### src/include/imse_pkg.sv
// Purpose: shared constants for the indirect move / subtract executor
// Assumes: byte addresses on an Avalon-MM slave, 32-bit data
// Notes: 8-bit registers sit in the low byte, upper bits read zero
package imse_pkg;
  localparam logic [7:0] IMSE_OFS_CMD = 8'h00;
  localparam logic [7:0] IMSE_OFS_ACC = 8'h04;
  localparam logic [7:0] IMSE_OFS_STATUS = 8'h08;
  localparam logic [7:0] IMSE_OFS_PTR0 = 8'h0C;
  localparam logic [7:0] IMSE_OFS_PTR1 = 8'h10;
  localparam logic [7:0] IMSE_OFS_OPTION = 8'h14;
  localparam logic [7:0] IMSE_OFS_PWR_CTRL = 8'h18;
  localparam logic [7:0] IMSE_OFS_WIN0 = 8'h1C;
  localparam logic [7:0] IMSE_OFS_WIN1 = 8'h20;
  // command word layout
  localparam int IMSE_CMD_OP_LSB = 0;
  localparam int IMSE_CMD_DEST_BIT = 4;
  localparam int IMSE_CMD_MODE_LSB = 5;
  localparam int IMSE_CMD_SEL_BIT = 7;
  localparam int IMSE_CMD_ARG_LSB = 8;
  localparam logic [3:0] IMSE_OP_MOVE_IND = 4'h1;
  localparam logic [3:0] IMSE_OP_OPTION = 4'h2;
  localparam logic [3:0] IMSE_OP_RESET = 4'h3;
  localparam logic [3:0] IMSE_OP_ROT_RIGHT = 4'h4;
  localparam logic [3:0] IMSE_OP_LIT_SUB = 4'h5;
  localparam logic [3:0] IMSE_OP_FILE_SUB = 4'h6;
  localparam logic [3:0] IMSE_OP_FILE_SUBB = 4'h7;
  localparam logic [3:0] IMSE_OP_SLEEP = 4'h8;
  // status register bit positions
  localparam int IMSE_ST_C = 0;
  localparam int IMSE_ST_DC = 1;
  localparam int IMSE_ST_Z = 2;
  localparam int IMSE_ST_PWRDN = 3;
  localparam int IMSE_ST_TIMEOUT = 4;
  // values after reset, and the pointer step
  localparam logic [7:0] IMSE_RST_ACC = 8'h00;
  localparam logic [7:0] IMSE_RST_OPTION = 8'hFF;
  localparam logic [15:0] IMSE_RST_PTR = 16'h0000;
  localparam logic [15:0] IMSE_PTR_STEP = 16'h0001;
  typedef enum logic [1:0] {
    IMSE_PRE_INC = 2'h0,
    IMSE_PRE_DEC = 2'h1,
    IMSE_POST_INC = 2'h2,
    IMSE_POST_DEC = 2'h3
  } imse_mode_type;
  typedef enum logic [1:0] {
    IMSE_BUS_IDLE = 2'b01,
    IMSE_BUS_ANSWER = 2'b10
  } imse_bus_state_type;
endpackage : imse_pkg

### src/include/imse_alu_if.sv
// Purpose: operand and result bundle between executor and its alu
// Assumes: purely combinational path
// Notes: rotate selects the carry rotate instead of subtraction
interface imse_alu_if;
  logic [7:0] a;
  logic [7:0] b;
  logic cin;
  logic rotate;
  logic [7:0] res;
  logic c;
  logic dc;
  logic z;
  modport core (output a, output b, output cin, output rotate,
    input res, input c, input dc, input z);
  modport alu (input a, input b, input cin, input rotate,
    output res, output c, output dc, output z);
endinterface : imse_alu_if

### src/hdl/imse_exec.sv
// Purpose: executes indirect move, option load, reset, rotate,
//   subtract forms and sleep, issued as commands over Avalon-MM
// Assumes: ref_clk_i 40 MHz, all inputs synchronous
// Notes: every access takes one wait cycle
// Functional notes
// RQ1: the two-bit mode picks pre/post increment/decrement of the pointer.
// RQ2: window accesses reach the data byte at the matching pointer.
// RQ3: the 16-bit pointer wraps both ways.
// RQ4: pointer updates by a move leave all status flags alone.
// RQ5: option load copies the accumulator and touches no flag.
// RQ6: software reset resets the block and clears the reset flag.
// RQ7: rotate right through carry, result routed by the destination bit.
// RQ8: literal minus accumulator lands in the accumulator with flags.
// RQ9: carry and digit carry mean subtrahend not above minuend.
// RQ10: file minus accumulator, result routed by the destination bit.
// RQ11: borrow form also subtracts the inverted carry.
// RQ12: sleep clears the power-down flag and sets the time-out flag.
// RQ13: sleep clears the watchdog and halts until wake.
// RQ14: every subtract sets zero exactly when the result is zero.
//
// Added by the designer: the placing of the registers and register access over Avalon-MM.
module imse_exec
  import imse_pkg::*;
#(
  parameter int MEM_DEPTH = 16
) (
  input wire logic ref_clk_i,
  input wire logic rst_n_i,
  input wire logic [7:0] avs_address_i,
  input wire logic avs_read_i,
  input wire logic avs_write_i,
  input wire logic [31:0] avs_writedata_i,
  input wire logic [3:0] avs_byteenable_i,
  output logic [31:0] avs_readdata_o,
  output logic avs_waitrequest_o,
  input wire logic wake_i,
  output logic sleep_o,
  output logic watchdog_clear_o,
  output logic soft_reset_o,
  output logic [7:0] option_o
);
  localparam int AW = (MEM_DEPTH > 1) ? $clog2(MEM_DEPTH) : 1;
  if (MEM_DEPTH < 2 || MEM_DEPTH > 256 || (1 << AW) != MEM_DEPTH) begin : g_chk
    $error("MEM_DEPTH must be a power of two from 2 to 256");
  end

  function automatic logic [AW-1:0] mem_idx(input logic [15:0] p);
    return p[AW-1:0];
  endfunction : mem_idx

  function automatic logic [15:0] merge16(input logic [15:0] old,
    input logic [31:0] wd, input logic [3:0] be);
    return {be[1] ? wd[15:8] : old[15:8], be[0] ? wd[7:0] : old[7:0]};
  endfunction : merge16

  imse_bus_state_type bus_state;
  imse_bus_state_type next_bus_state;
  logic [7:0] mem [MEM_DEPTH];
  logic [7:0] acc;
  logic [7:0] option;
  logic [15:0] ptr0;
  logic [15:0] ptr1;
  logic c_flag;
  logic dc_flag;
  logic z_flag;
  logic powerdown_flag_n;
  logic timeout_flag_n;
  logic reset_instruction_flag_n;
  logic asleep;

  // bus handshake
  wire req = avs_read_i | avs_write_i;
  wire answer = (bus_state == IMSE_BUS_ANSWER);
  wire wr_take = avs_write_i & answer;
  wire rd_first = avs_read_i & ~answer;
  wire be0 = avs_byteenable_i[0];
  wire [31:0] wd = avs_writedata_i;
  wire hit_cmd = avs_address_i == IMSE_OFS_CMD;
  wire wr_acc = wr_take & be0 & (avs_address_i == IMSE_OFS_ACC);
  wire wr_stat = wr_take & be0 & (avs_address_i == IMSE_OFS_STATUS);
  wire wr_ptr0 = wr_take & (avs_address_i == IMSE_OFS_PTR0);
  wire wr_ptr1 = wr_take & (avs_address_i == IMSE_OFS_PTR1);
  wire wr_opt = wr_take & be0 & (avs_address_i == IMSE_OFS_OPTION);
  wire wr_pwr = wr_take & be0 & (avs_address_i == IMSE_OFS_PWR_CTRL);
  wire wr_win0 = wr_take & be0 & (avs_address_i == IMSE_OFS_WIN0);
  wire wr_win1 = wr_take & be0 & (avs_address_i == IMSE_OFS_WIN1);

  // command decode; halted core ignores commands
  wire exec_go = wr_take & hit_cmd & (&avs_byteenable_i[1:0]) & ~asleep;
  wire [3:0] op = wd[IMSE_CMD_OP_LSB +: 4];
  wire dest = wd[IMSE_CMD_DEST_BIT];
  wire imse_mode_type mode = imse_mode_type'(wd[IMSE_CMD_MODE_LSB +: 2]);
  wire sel = wd[IMSE_CMD_SEL_BIT];
  wire [7:0] arg = wd[IMSE_CMD_ARG_LSB +: 8];
  wire is_move = exec_go & (op == IMSE_OP_MOVE_IND);
  wire is_opt = exec_go & (op == IMSE_OP_OPTION);
  wire do_rst = exec_go & (op == IMSE_OP_RESET);
  wire is_rot = exec_go & (op == IMSE_OP_ROT_RIGHT);
  wire is_lit_sub = exec_go & (op == IMSE_OP_LIT_SUB);
  wire is_file_sub = exec_go & (op == IMSE_OP_FILE_SUB);
  wire is_file_subb = exec_go & (op == IMSE_OP_FILE_SUBB);
  wire is_sleep = exec_go & (op == IMSE_OP_SLEEP);
  wire is_sub = is_lit_sub | is_file_sub | is_file_subb;
  wire file_op = is_rot | is_file_sub | is_file_subb;
  wire to_acc = is_lit_sub | (file_op & ~dest);
  wire to_file = file_op & dest;

  // pointer stepping
  wire [15:0] sel_ptr = sel ? ptr1 : ptr0;
  logic [15:0] eff_ptr;
  logic [15:0] stepped_ptr;
  imse_ptr_step u_ptr (
    .ptr_i(sel_ptr),
    .mode_i(mode),
    .eff_o(eff_ptr),
    .next_o(stepped_ptr)
  );

  // operands
  wire [AW-1:0] f_idx = arg[AW-1:0];
  wire [7:0] f_val = mem[f_idx];
  imse_alu_if alu_bus ();
  // RQ8 literal is the minuend
  assign alu_bus.a = is_lit_sub ? arg : f_val;
  assign alu_bus.b = acc;
  // RQ11 borrow is inverse carry
  assign alu_bus.cin = (is_file_subb | is_rot) ? c_flag : 1'b1;
  assign alu_bus.rotate = is_rot;
  imse_alu u_alu (
    .bus(alu_bus)
  );

  // RQ2 window goes to pointed byte
  wire [AW-1:0] win0_idx = mem_idx(ptr0);
  wire [AW-1:0] win1_idx = mem_idx(ptr1);
  // data memory write port
  wire mem_we = is_move | to_file | wr_win0 | wr_win1;
  wire [AW-1:0] mem_wa = is_move ? mem_idx(eff_ptr) :
    to_file ? f_idx : wr_win0 ? win0_idx : win1_idx;
  // RQ10 result back to file register
  wire [7:0] mem_wd = is_move ? acc : to_file ? alu_bus.res : wd[7:0];

  // next values
  // RQ6 software reset wins over everything
  wire [7:0] next_acc = do_rst ? IMSE_RST_ACC :
    to_acc ? alu_bus.res : wr_acc ? wd[7:0] : acc;
  // RQ5 option load from accumulator
  wire [7:0] next_option = do_rst ? IMSE_RST_OPTION :
    is_opt ? acc : wr_opt ? wd[7:0] : option;
  // RQ1 pointer update after move
  wire [15:0] next_ptr0 = do_rst ? IMSE_RST_PTR :
    (is_move & ~sel) ? stepped_ptr :
    wr_ptr0 ? merge16(ptr0, wd, avs_byteenable_i) : ptr0;
  wire [15:0] next_ptr1 = do_rst ? IMSE_RST_PTR :
    (is_move & sel) ? stepped_ptr :
    wr_ptr1 ? merge16(ptr1, wd, avs_byteenable_i) : ptr1;
  // RQ4 flags change only on alu ops, status register writes and software reset
  wire next_c = do_rst ? 1'b0 : (is_sub | is_rot) ? alu_bus.c :
    wr_stat ? wd[IMSE_ST_C] : c_flag;
  // RQ9 digit carry from low nibble
  wire next_dc = do_rst ? 1'b0 : is_sub ? alu_bus.dc :
    wr_stat ? wd[IMSE_ST_DC] : dc_flag;
  // RQ14 zero only from subtracts, status register writes and software reset
  wire next_z = do_rst ? 1'b0 : is_sub ? alu_bus.z :
    wr_stat ? wd[IMSE_ST_Z] : z_flag;
  // RQ12 sleep flag effects
  wire next_powerdown_n = do_rst | (powerdown_flag_n & ~is_sleep);
  wire next_timeout_n = do_rst | is_sleep | timeout_flag_n;
  // RQ6 reset cause flag cleared
  wire next_ri_n = ~do_rst & (wr_pwr ? wd[0] : reset_instruction_flag_n);
  // RQ13 halt until wake
  wire next_asleep = ~do_rst & (is_sleep | (asleep & ~wake_i));

  wire [31:0] rd_mux =
    (avs_address_i == IMSE_OFS_ACC) ? {24'h000000, acc} :
    (avs_address_i == IMSE_OFS_STATUS) ? {27'h0000000, timeout_flag_n,
      powerdown_flag_n, z_flag, dc_flag, c_flag} :
    (avs_address_i == IMSE_OFS_PTR0) ? {16'h0000, ptr0} :
    (avs_address_i == IMSE_OFS_PTR1) ? {16'h0000, ptr1} :
    (avs_address_i == IMSE_OFS_OPTION) ? {24'h000000, option} :
    (avs_address_i == IMSE_OFS_PWR_CTRL) ?
      {31'h00000000, reset_instruction_flag_n} :
    (avs_address_i == IMSE_OFS_WIN0) ? {24'h000000, mem[win0_idx]} :
    (avs_address_i == IMSE_OFS_WIN1) ? {24'h000000, mem[win1_idx]} :
    32'h00000000;

  always_comb begin
    unique case (bus_state)
      IMSE_BUS_IDLE: next_bus_state = req ? IMSE_BUS_ANSWER : IMSE_BUS_IDLE;
      IMSE_BUS_ANSWER: next_bus_state = IMSE_BUS_IDLE;
      default: next_bus_state = IMSE_BUS_IDLE;
    endcase
  end

  // one wait cycle lets read data come from a flop
  assign avs_waitrequest_o = req & ~answer;
  assign sleep_o = asleep;
  assign option_o = option;

  always_ff @(posedge ref_clk_i or negedge rst_n_i) begin
    if (!rst_n_i) begin
      bus_state <= IMSE_BUS_IDLE;
      avs_readdata_o <= 32'h00000000;
    end else begin
      bus_state <= next_bus_state;
      if (rd_first) begin
        avs_readdata_o <= rd_mux;
      end
    end
  end

  always_ff @(posedge ref_clk_i or negedge rst_n_i) begin
    if (!rst_n_i) begin
      acc <= IMSE_RST_ACC;
      option <= IMSE_RST_OPTION;
      ptr0 <= IMSE_RST_PTR;
      ptr1 <= IMSE_RST_PTR;
      {c_flag, dc_flag, z_flag} <= 3'h0;
      {powerdown_flag_n, timeout_flag_n} <= 2'h3;
      reset_instruction_flag_n <= 1'b1;
      asleep <= 1'b0;
      watchdog_clear_o <= 1'b0;
      soft_reset_o <= 1'b0;
    end else begin
      acc <= next_acc;
      option <= next_option;
      ptr0 <= next_ptr0;
      ptr1 <= next_ptr1;
      {c_flag, dc_flag, z_flag} <= {next_c, next_dc, next_z};
      {powerdown_flag_n, timeout_flag_n} <= {next_powerdown_n, next_timeout_n};
      reset_instruction_flag_n <= next_ri_n;
      asleep <= next_asleep;
      // RQ13 watchdog clear pulse
      watchdog_clear_o <= is_sleep;
      soft_reset_o <= do_rst;
    end
  end

  // data bytes keep their value over a software reset
  always_ff @(posedge ref_clk_i or negedge rst_n_i) begin
    if (!rst_n_i) begin
      for (int i = 0; i < MEM_DEPTH; i++) begin
        mem[i] <= 8'h00;
      end
    end else if (mem_we) begin
      mem[mem_wa] <= mem_wd;
    end
  end
endmodule : imse_exec

### src/hdl/imse_alu.sv
// Purpose: subtract a - b with carry-in, or rotate a right through carry
// Assumes: cin is 1 for plain subtract, carry flag for borrow forms
// Notes: carry means no borrow, as in two's complement addition
module imse_alu
  import imse_pkg::*;
(
  imse_alu_if.alu bus
);
  logic [8:0] sum;
  logic [4:0] nib;
  // RQ9 carry as no-borrow
  assign sum = {1'b0, bus.a} + {1'b0, ~bus.b} + {8'h00, bus.cin};
  assign nib = {1'b0, bus.a[3:0]} + {1'b0, ~bus.b[3:0]} + {4'h0, bus.cin};
  // RQ7 rotate through carry
  assign bus.res = bus.rotate ? {bus.cin, bus.a[7:1]} : sum[7:0];
  assign bus.c = bus.rotate ? bus.a[0] : sum[8];
  assign bus.dc = nib[4];
  // RQ14 zero from result
  assign bus.z = (bus.res == 8'h00);
endmodule : imse_alu

### src/hdl/imse_ptr_step.sv
// Purpose: effective address and updated pointer for indirect moves
// Assumes: 16-bit pointer
// Notes: wrap comes free from 16-bit arithmetic
module imse_ptr_step
  import imse_pkg::*;
(
  input wire logic [15:0] ptr_i,
  input wire imse_mode_type mode_i,
  output logic [15:0] eff_o,
  output logic [15:0] next_o
);
  logic dec;
  logic pre;
  logic [15:0] moved;
  assign dec = (mode_i == IMSE_PRE_DEC) || (mode_i == IMSE_POST_DEC);
  assign pre = (mode_i == IMSE_PRE_INC) || (mode_i == IMSE_PRE_DEC);
  // RQ3 modulo wrap
  assign moved = dec ? ptr_i - IMSE_PTR_STEP : ptr_i + IMSE_PTR_STEP;
  // RQ1 pre before, post after
  assign eff_o = pre ? moved : ptr_i;
  assign next_o = moved;
endmodule : imse_ptr_step

### config.mk
export PLATFORM = sky130hd
export DESIGN_NAME = imse_exec
export DESIGN_NICKNAME = d
export VERILOG_FILES = /design/src/include/imse_pkg.sv /design/src/include/imse_alu_if.sv /design/src/hdl/imse_exec.sv /design/src/hdl/imse_alu.sv /design/src/hdl/imse_ptr_step.sv
export SDC_FILE = /design/constraint.sdc
export NUM_CORES = 1
export LEC_CHECK = 0
export ABC_CLOCK_PERIOD_IN_PS = 3500
export BUFFER_PORTS_ARGS = -buffer_cell sky130_fd_sc_hd__buf_2
export CAP_MARGIN = 10
export CORE_ASPECT_RATIO = 2
export CORE_MARGIN = 5
export CORE_UTILIZATION = 56
export DETAILED_ROUTE_END_ITERATION = 12
export GPL_TIMING_DRIVEN = 0
export PLACE_DENSITY = 0.82
export SLEW_MARGIN = 20
export SYNTH_ARGS = -nofsm -noshare
export SYNTH_HDL_FRONTEND = slang
export SYNTH_SLANG_ARGS = --single-unit
### constraint.sdc
create_clock -name ref_clk_i -period 3.5 [get_ports ref_clk_i]
set_clock_uncertainty 0.05 [all_clocks]
set_input_delay 0.175 -clock ref_clk_i [delete_from_list [all_inputs] [get_ports ref_clk_i]]
set_output_delay 0.175 -clock ref_clk_i [all_outputs]
set_load 0.02 [all_outputs]
# == Word-level counts from Yosys, hierarchy flattened ==
# Cells that the tools add are included.
# classes
add_sub_neg,6
magnitude_cmp,5
eq_ne,20
mux,58
n_bitwise,59
n_reduce_logical,21
# ops
operator,n
two-way mux 16 bit,12
two-way mux 8 bit,23
bitwise mux 128 bit,1
binary-select mux 8 bit (select 4 bit),3
demux 8 bit (select 4 bit),1
== test 8 x 5 -> 1 bit (second input constant),4
AND 1 bit,31
nonzero test 3 bit,10
greater-or-equal comparator 5 bit (second input constant),4
inverter 4 -> 5 bit,4
adder 16 x 1 -> 16 bit (second input constant),1
== test 4 x 3 -> 1 bit (second input constant),4
== test 8 x 4 -> 1 bit (second input constant),2
zero test 8 bit,2
two-way mux 4 bit,4
subtractor 16 x 1 -> 16 bit (second input constant),1
bitwise OR 1 bit,15
two-way mux 1 bit,12
AND reduction 2 bit,5
adder 8 x 8 -> 9 bit,1
adder 9 x 1 -> 9 bit,1
== test 4 x 2 -> 1 bit (second input constant),2
== test 8 x 3 -> 1 bit (second input constant),1
== test 8 x 6 -> 1 bit (second input constant),1
14 further kinds,24
# word_totals
reg_bits,219
inputBits,49
out_inout_bits,44
wordCells,202

# == Logic depth before layout (Yosys ltp) ==
# logic_depth
ltp_word,17
depth_mapped,18
ltp_nobuf,16

# == By module ==
# From an unflattened synthesis, not the netlist that was laid out.
# unflattened
hier_cells,1284
area_unflattened_um2,14347.5
# by_module_without_submodules
module,instances,cells_per_inst,area_per_inst_um2,seq_area_each_um2
imse_exec,1,1068,12833.6,5094.9
imse_ptr_step,1,137,965.9,0.0
imse_alu,1,79,548.0,0.0

# == Least setup slack after synthesis ==
# Ideal clock, no wire load.
# synth_path
path_kind,input-to-reg
start,input port avs_writedata_i[8]
end,register mem[12] (netlist name)
setup_ns,0.125
arrival_ns,4.136
required_ns,3.325
slack_ns,-0.811
stages,18
path_buffers,3
path_cell_list,buf_2 buf_1 mux4_2 mux4_2 nand2_1 nand2_1 fa_1 inv_1 fa_1 nor2b_1 o21ai_0 nand2_1 xnor2_1 o21ai_1 o311ai_0 o21ai_0 clkbuf_1 mux2_2
# synth_between
elab_chain_len,11
word_cells_on_any_way,19
cone_classes,2 x add/sub; 2 x order compare; 12 x mux; 2 x bitwise; 1 x reduce/logical
# synth_rtl
item,line_no,source
start: declaration,imse_exec.sv:32,"input wire logic [31:0] avs_writedata_i,"
inverter 4 -> 5 bit (implied by the code),imse_exec.sv:121,wire [7:0] f_val = mem[f_idx];
binary-select mux 8 bit (select 4 bit),imse_exec.sv:121,
two-way mux 8 bit (implied by the code) (2 in a row),imse_exec.sv:121,
two-way mux 8 bit,imse_exec.sv:124,assign alu_bus.a = is_lit_sub ? arg : f_val;
adder 8 x 8 -> 9 bit,imse_alu.sv:12,"assign sum = {1'b0, bus.a} + {1'b0, ~bus.b} + {8'h00, bus.cin};"
adder 9 x 1 -> 9 bit,imse_alu.sv:12,
two-way mux 8 bit,imse_alu.sv:15,"assign bus.res = bus.rotate ? {bus.cin, bus.a[7:1]} : sum[7:0];"
two-way mux 8 bit (2 in a row),imse_exec.sv:141,wire [7:0] mem_wd = is_move ? acc : to_file ? alu_bus.res : wd[7:0];
bitwise mux 128 bit (*),imse_exec.sv:246,mem[mem_wa] <= mem_wd;
end signal: indexed assignment,imse_exec.sv:246,
end: declaration,imse_exec.sv:58,logic [7:0] mem [MEM_DEPTH];
# Every way passes the cells marked *; elsewhere a longest branch is shown, timed or not. The select of a mux whose other input is x is not followed.
# A chain may end at the register's enable or synchronous reset.

# == Worst setup path after layout ==
# layout_path
start,register mem[89] (netlist name)
end,register mem[29] (netlist name)
# layout_between
elab_chain_len,10
# layout_rtl
item,line_no
binary-select mux 8 bit (select 4 bit),imse_exec.sv:121
two-way mux 8 bit (implied by the code) (2 in a row),imse_exec.sv:121
two-way mux 8 bit,imse_exec.sv:124
adder 8 x 8 -> 9 bit,imse_alu.sv:12
adder 9 x 1 -> 9 bit,imse_alu.sv:12
two-way mux 8 bit,imse_alu.sv:15
two-way mux 8 bit (2 in a row),imse_exec.sv:141
bitwise mux 128 bit,imse_exec.sv:246
# Every way passes these cells. The select of a mux whose other input is x is not followed.

==> flow_metrics.env <==
export IMPL_status="finished, violations left"
export IMPL_failed_checks="negative setup slack"
export IMPL_end_kind="flip-flop"
export IMPL_cp_start_kind="flip-flop"
export IMPL_power_w=0.00531
export IMPL_r2r_end="mem[29]"
export IMPL_synthToLayoutAreaGrowth_pct=22.2
export IMPL_setup_violations=108
export IMPL_synth_edf_count=0
export IMPL_p_seq_share_pct=45.0
export IMPL_die_w_microns=120
export IMPL_synth_area_sq_mm=0.0136
export IMPL_synthArstFlopShare_pct=100
export IMPL_avgRoutedWirePerCell_microns=32.3
export IMPL_dr_total_vias=12300
export IMPL_cp_max_fo=5
export IMPL_drive_gt1_share_pct=43.1
export IMPL_ant_nets=0
export IMPL_synth_cells=1180
export IMPL_grt_pass1_vias=12400
export IMPL_gr_usage_met3_pct=10.4
export IMPL_power_density_mw_per_mm2=319
export IMPL_fillers=1586
export IMPL_comb_power_share_pct=12.1
export IMPL_tightest_slew_ps=1280
export IMPL_htreeDepth=1
export IMPL_port_buffer_count=53
export IMPL_path_clk_slew_ps=70
export IMPL_synth_flop_cell="dfrtp_1"
export IMPL_slew_headroom_pct=14.3
export IMPL_antenna_found_initial=1
export IMPL_timing_rr_start="mem[89]"
export IMPL_drc=0
export IMPL_report_final_slew_viol_count=0
export IMPL_cts_tree="done"
export IMPL_root_buffer="clkbuf_16"
export IMPL_wirelength_mm=53.6
export IMPL_clk_path_buf_depth=3
export IMPL_power_share_clock_pct=42.9
export IMPL_grt_overflow=0
export IMPL_grtUsageMet1_pct=36.9
export IMPL_first_pass_iters=9
export IMPL_holdPathEnd="option_o[6]"
export IMPL_start_util_pct=57.0
export IMPL_hpwl_mm=35.0
export IMPL_setup_slack_ps=-785
export IMPL_numCtsBuffers=20
export IMPL_ys_warn_count=0
export IMPL_clock_sinks=203
export IMPL_routabilityCongestion=1.04
export IMPL_p_int_w=0.00390
export IMPL_fin_crit_sh_pct=122
export IMPL_final_util_pct=69.7
export IMPL_pin_count=93
export IMPL_rsz0062_at_grt="true"
export IMPL_ys_types=77
export IMPL_swShare_pct=26.6
export IMPL_power_leakage_nw=7.56
export IMPL_holdWs_ps=12.1
export IMPL_maxCapViolations=0
export IMPL_hp_start="avs_writedata_i[6]"
export IMPL_grt_pass1_wl_mm=77.0
export IMPL_globalRoute_busiestLayer="met2"
export IMPL_coreArea_sq_mm=0.0239
export IMPL_yosysSeqAreaShare_pct=37.4
export IMPL_nets=1430
export IMPL_hold_class="input port to flip-flop"
export IMPL_use_met2_pct=61.6
export IMPL_ys_seq_elements=203
export IMPL_rows=80
export IMPL_final_hold_viol_count=0
export IMPL_dieArea_sq_mm=0.0278
export IMPL_grt_usage_pct=37.5
export IMPL_antenna_cells=0
export IMPL_place_ws_ps=-1420
export IMPL_reg2reg_slack_ps=-790
export IMPL_die_h_microns=231
export IMPL_p_sw_w=0.00141
export IMPL_avgSynthCellArea_sq_um=11.6
export IMPL_drt_iter0_markers=1731
export IMPL_r2r_cells=15
export IMPL_crit_type="flip-flop to flip-flop"
export IMPL_worstSkewPairLatency_ps=520
export IMPL_required_ps=3860
export IMPL_hold_depth=3
export IMPL_period_needed_ps=4290
export IMPL_via_per_inst=7.40
export IMPL_crit_path_start="mem[89]"
export IMPL_grt_max_degree=101
export IMPL_timing_fmax_mhz=233
export IMPL_cp_arrival_ps=4640
export IMPL_ir_drop_mv=0.336
-- power groups by stage --
stage	sequential (W)	clock, W	combinational [W]
after floorplan	0.00243	0	0.000300
after global placement	0.00243	0	0.000493
after detailed placement	0.00243	0	0.000511
after CTS	0.00239	0.00227	0.000581
after global routing	0.00239	0.00237	0.000669
final	0.00239	0.00228	0.000640
-- worst max path at each step --
stage / end
6_report: mem[29]
5_1_grt: mem[62]
4_1_cts: mem[108]
3_5_place_dp: mem[108]
3_3_place_gp: mem[12]
2_1_floorplan: mem[12]
-- cells in the final DEF, fill, tap and decap left out, drive strengths merged, types with 5 or more instances in the layout --
cell / synthesis / layout
a211oi: 5 / 5
a21o: 9 / 9
a21oi: 64 / 64
a221oi: 8 / 8
a22oi: 21 / 21
and2: 9 / 9
and3: 8 / 8
buf: 49 / 182
clkbuf: 45 / 71
clkinv: 2 / 7
conb: 1 / 16
dfrtp: 191 / 191
dfstp: 12 / 12
dlygate4sd3: 0 / 7
ha: 21 / 21
inv: 26 / 28
mux2: 147 / 147
mux2i: 31 / 31
mux4: 116 / 116
nand2: 124 / 124
nand2b: 7 / 7
nand3: 18 / 18
nand4: 5 / 5
nor2: 54 / 54
nor2b: 13 / 13
nor3: 11 / 11
o211ai: 9 / 9
o21ai: 79 / 79
o31ai: 5 / 5
or3: 8 / 8
xnor2: 17 / 17
-- per-layer routing --
metal	wire length [microns]	up-vias	part of all wire, %
li1	-	4800	-
met1	15400	5906	29
met2	25300	1064	47
met3	5410	487	10
met4	7470	2	14
met5	13	-	0.024
-- sequential cells by signal (all words and copies together), names as in the netlist, 2 cells and up --
name	cells
acc	8
option_o	8
bus_state	2
ptr1	16
mem	128
avs_readdata_o	16
ptr0	16
-- stage by stage --
step	area, sq um	cells	TNS, ps
after floorplan	13800	1195	-4640
after global placement	14400	1535	-338360
after detailed placement	14500	1537	-138540
after CTS	16200	1639	-39710
after global routing	16700	1657	-70810
final	16700	1657	-66040
-- cell families (layout without fill, tap and decap cells) --
group                      Yosys count  in the layout  share of synthesized area (%)
muxes                              294            294                           33.8
and+or+nand+nor                    280            280                           10.4
AOI/OAI and AO/OA                  238            238                           10.9
DFF                                203            203                           37.4
buffers and inverters              122            297                           4.03
adders and majority gates           24             24                           2.37
xor gates and xnor gates            18             18                           1.16
other                                1             16                         0.0275
-- cell type report --
| cell class | count | area (sq um) | area share, % |
|---|---|---|---|
| flip-flops and latches | 203 | 5100 | 30.6 |
| inverters | 28 | 105 | 0.631 |
| plain buffers | 92 | 583 | 3.50 |
| well taps | 287 | 359 | 2.15 |
| clock inverters | 9 | 103 | 0.616 |
| multi-input cells | 870 | 8680 | 52.0 |
| repair buffers | 142 | 1180 | 7.09 |
| clock buffers | 26 | 564 | 3.39 |
-- critical path, stage by stage (launching register included) --
cell       delay, ps
dfrtp_1          410
mux4_2           510
mux4_2           650
and2_4           210
a21o_1           200
ha_4             250
a21oi_4          200
buf_6            120
o2111ai_2        110
xnor2_1          170
nor2_1            80
a21oi_2          430
a21oi_2          140
a21o_4           240
buf_6            140
mux2_4           270
-- repair_timing --
item,in CTS,in global routing
hold buffers,7,0
pin swaps,29,29
setup buffers,67,22
gates resized for setup,128,94
endpoints found under the setup margin,150,154
endpoints found under the hold margin,177,0
gates cloned,5,2
-- cell usage after synthesis (4+ instances only) --
master	count	share of area, %
buf_2	13	0.48
a211oi_1	5	0.28
o31ai_1	5	0.28
clkbuf_1	45	1.2
ha_1	21	1.9
a21o_1	9	0.50
or3_1	8	0.37
mux2_4	8	0.88
mux2i_1	31	2.3
o211ai_1	9	0.50
o21ai_0	77	2.8
xnor2_1	17	1.1
dfrtp_1	191	35
mux2_2	137	11
and2_1	9	0.41
nand2_1	119	3.3
o22ai_1	4	0.18
inv_1	26	0.72
nand4_1	4	0.18
nor2_1	52	1.4
nand3_1	18	0.66
buf_4	16	0.88
a21boi_0	4	0.22
nor2b_1	11	0.50
a21oi_1	64	2.3
a221oi_1	8	0.51
a31oi_1	4	0.18
a22oi_1	21	1.2
nand2b_1	7	0.32
and3_1	7	0.32
dfstp_2	12	2.3
mux4_2	116	19
nor3_1	10	0.37
buf_1	18	0.50
nand2_2	5	0.23
o221ai_1	4	0.26
Note: power is estimated with default switching activity, not from simulation.
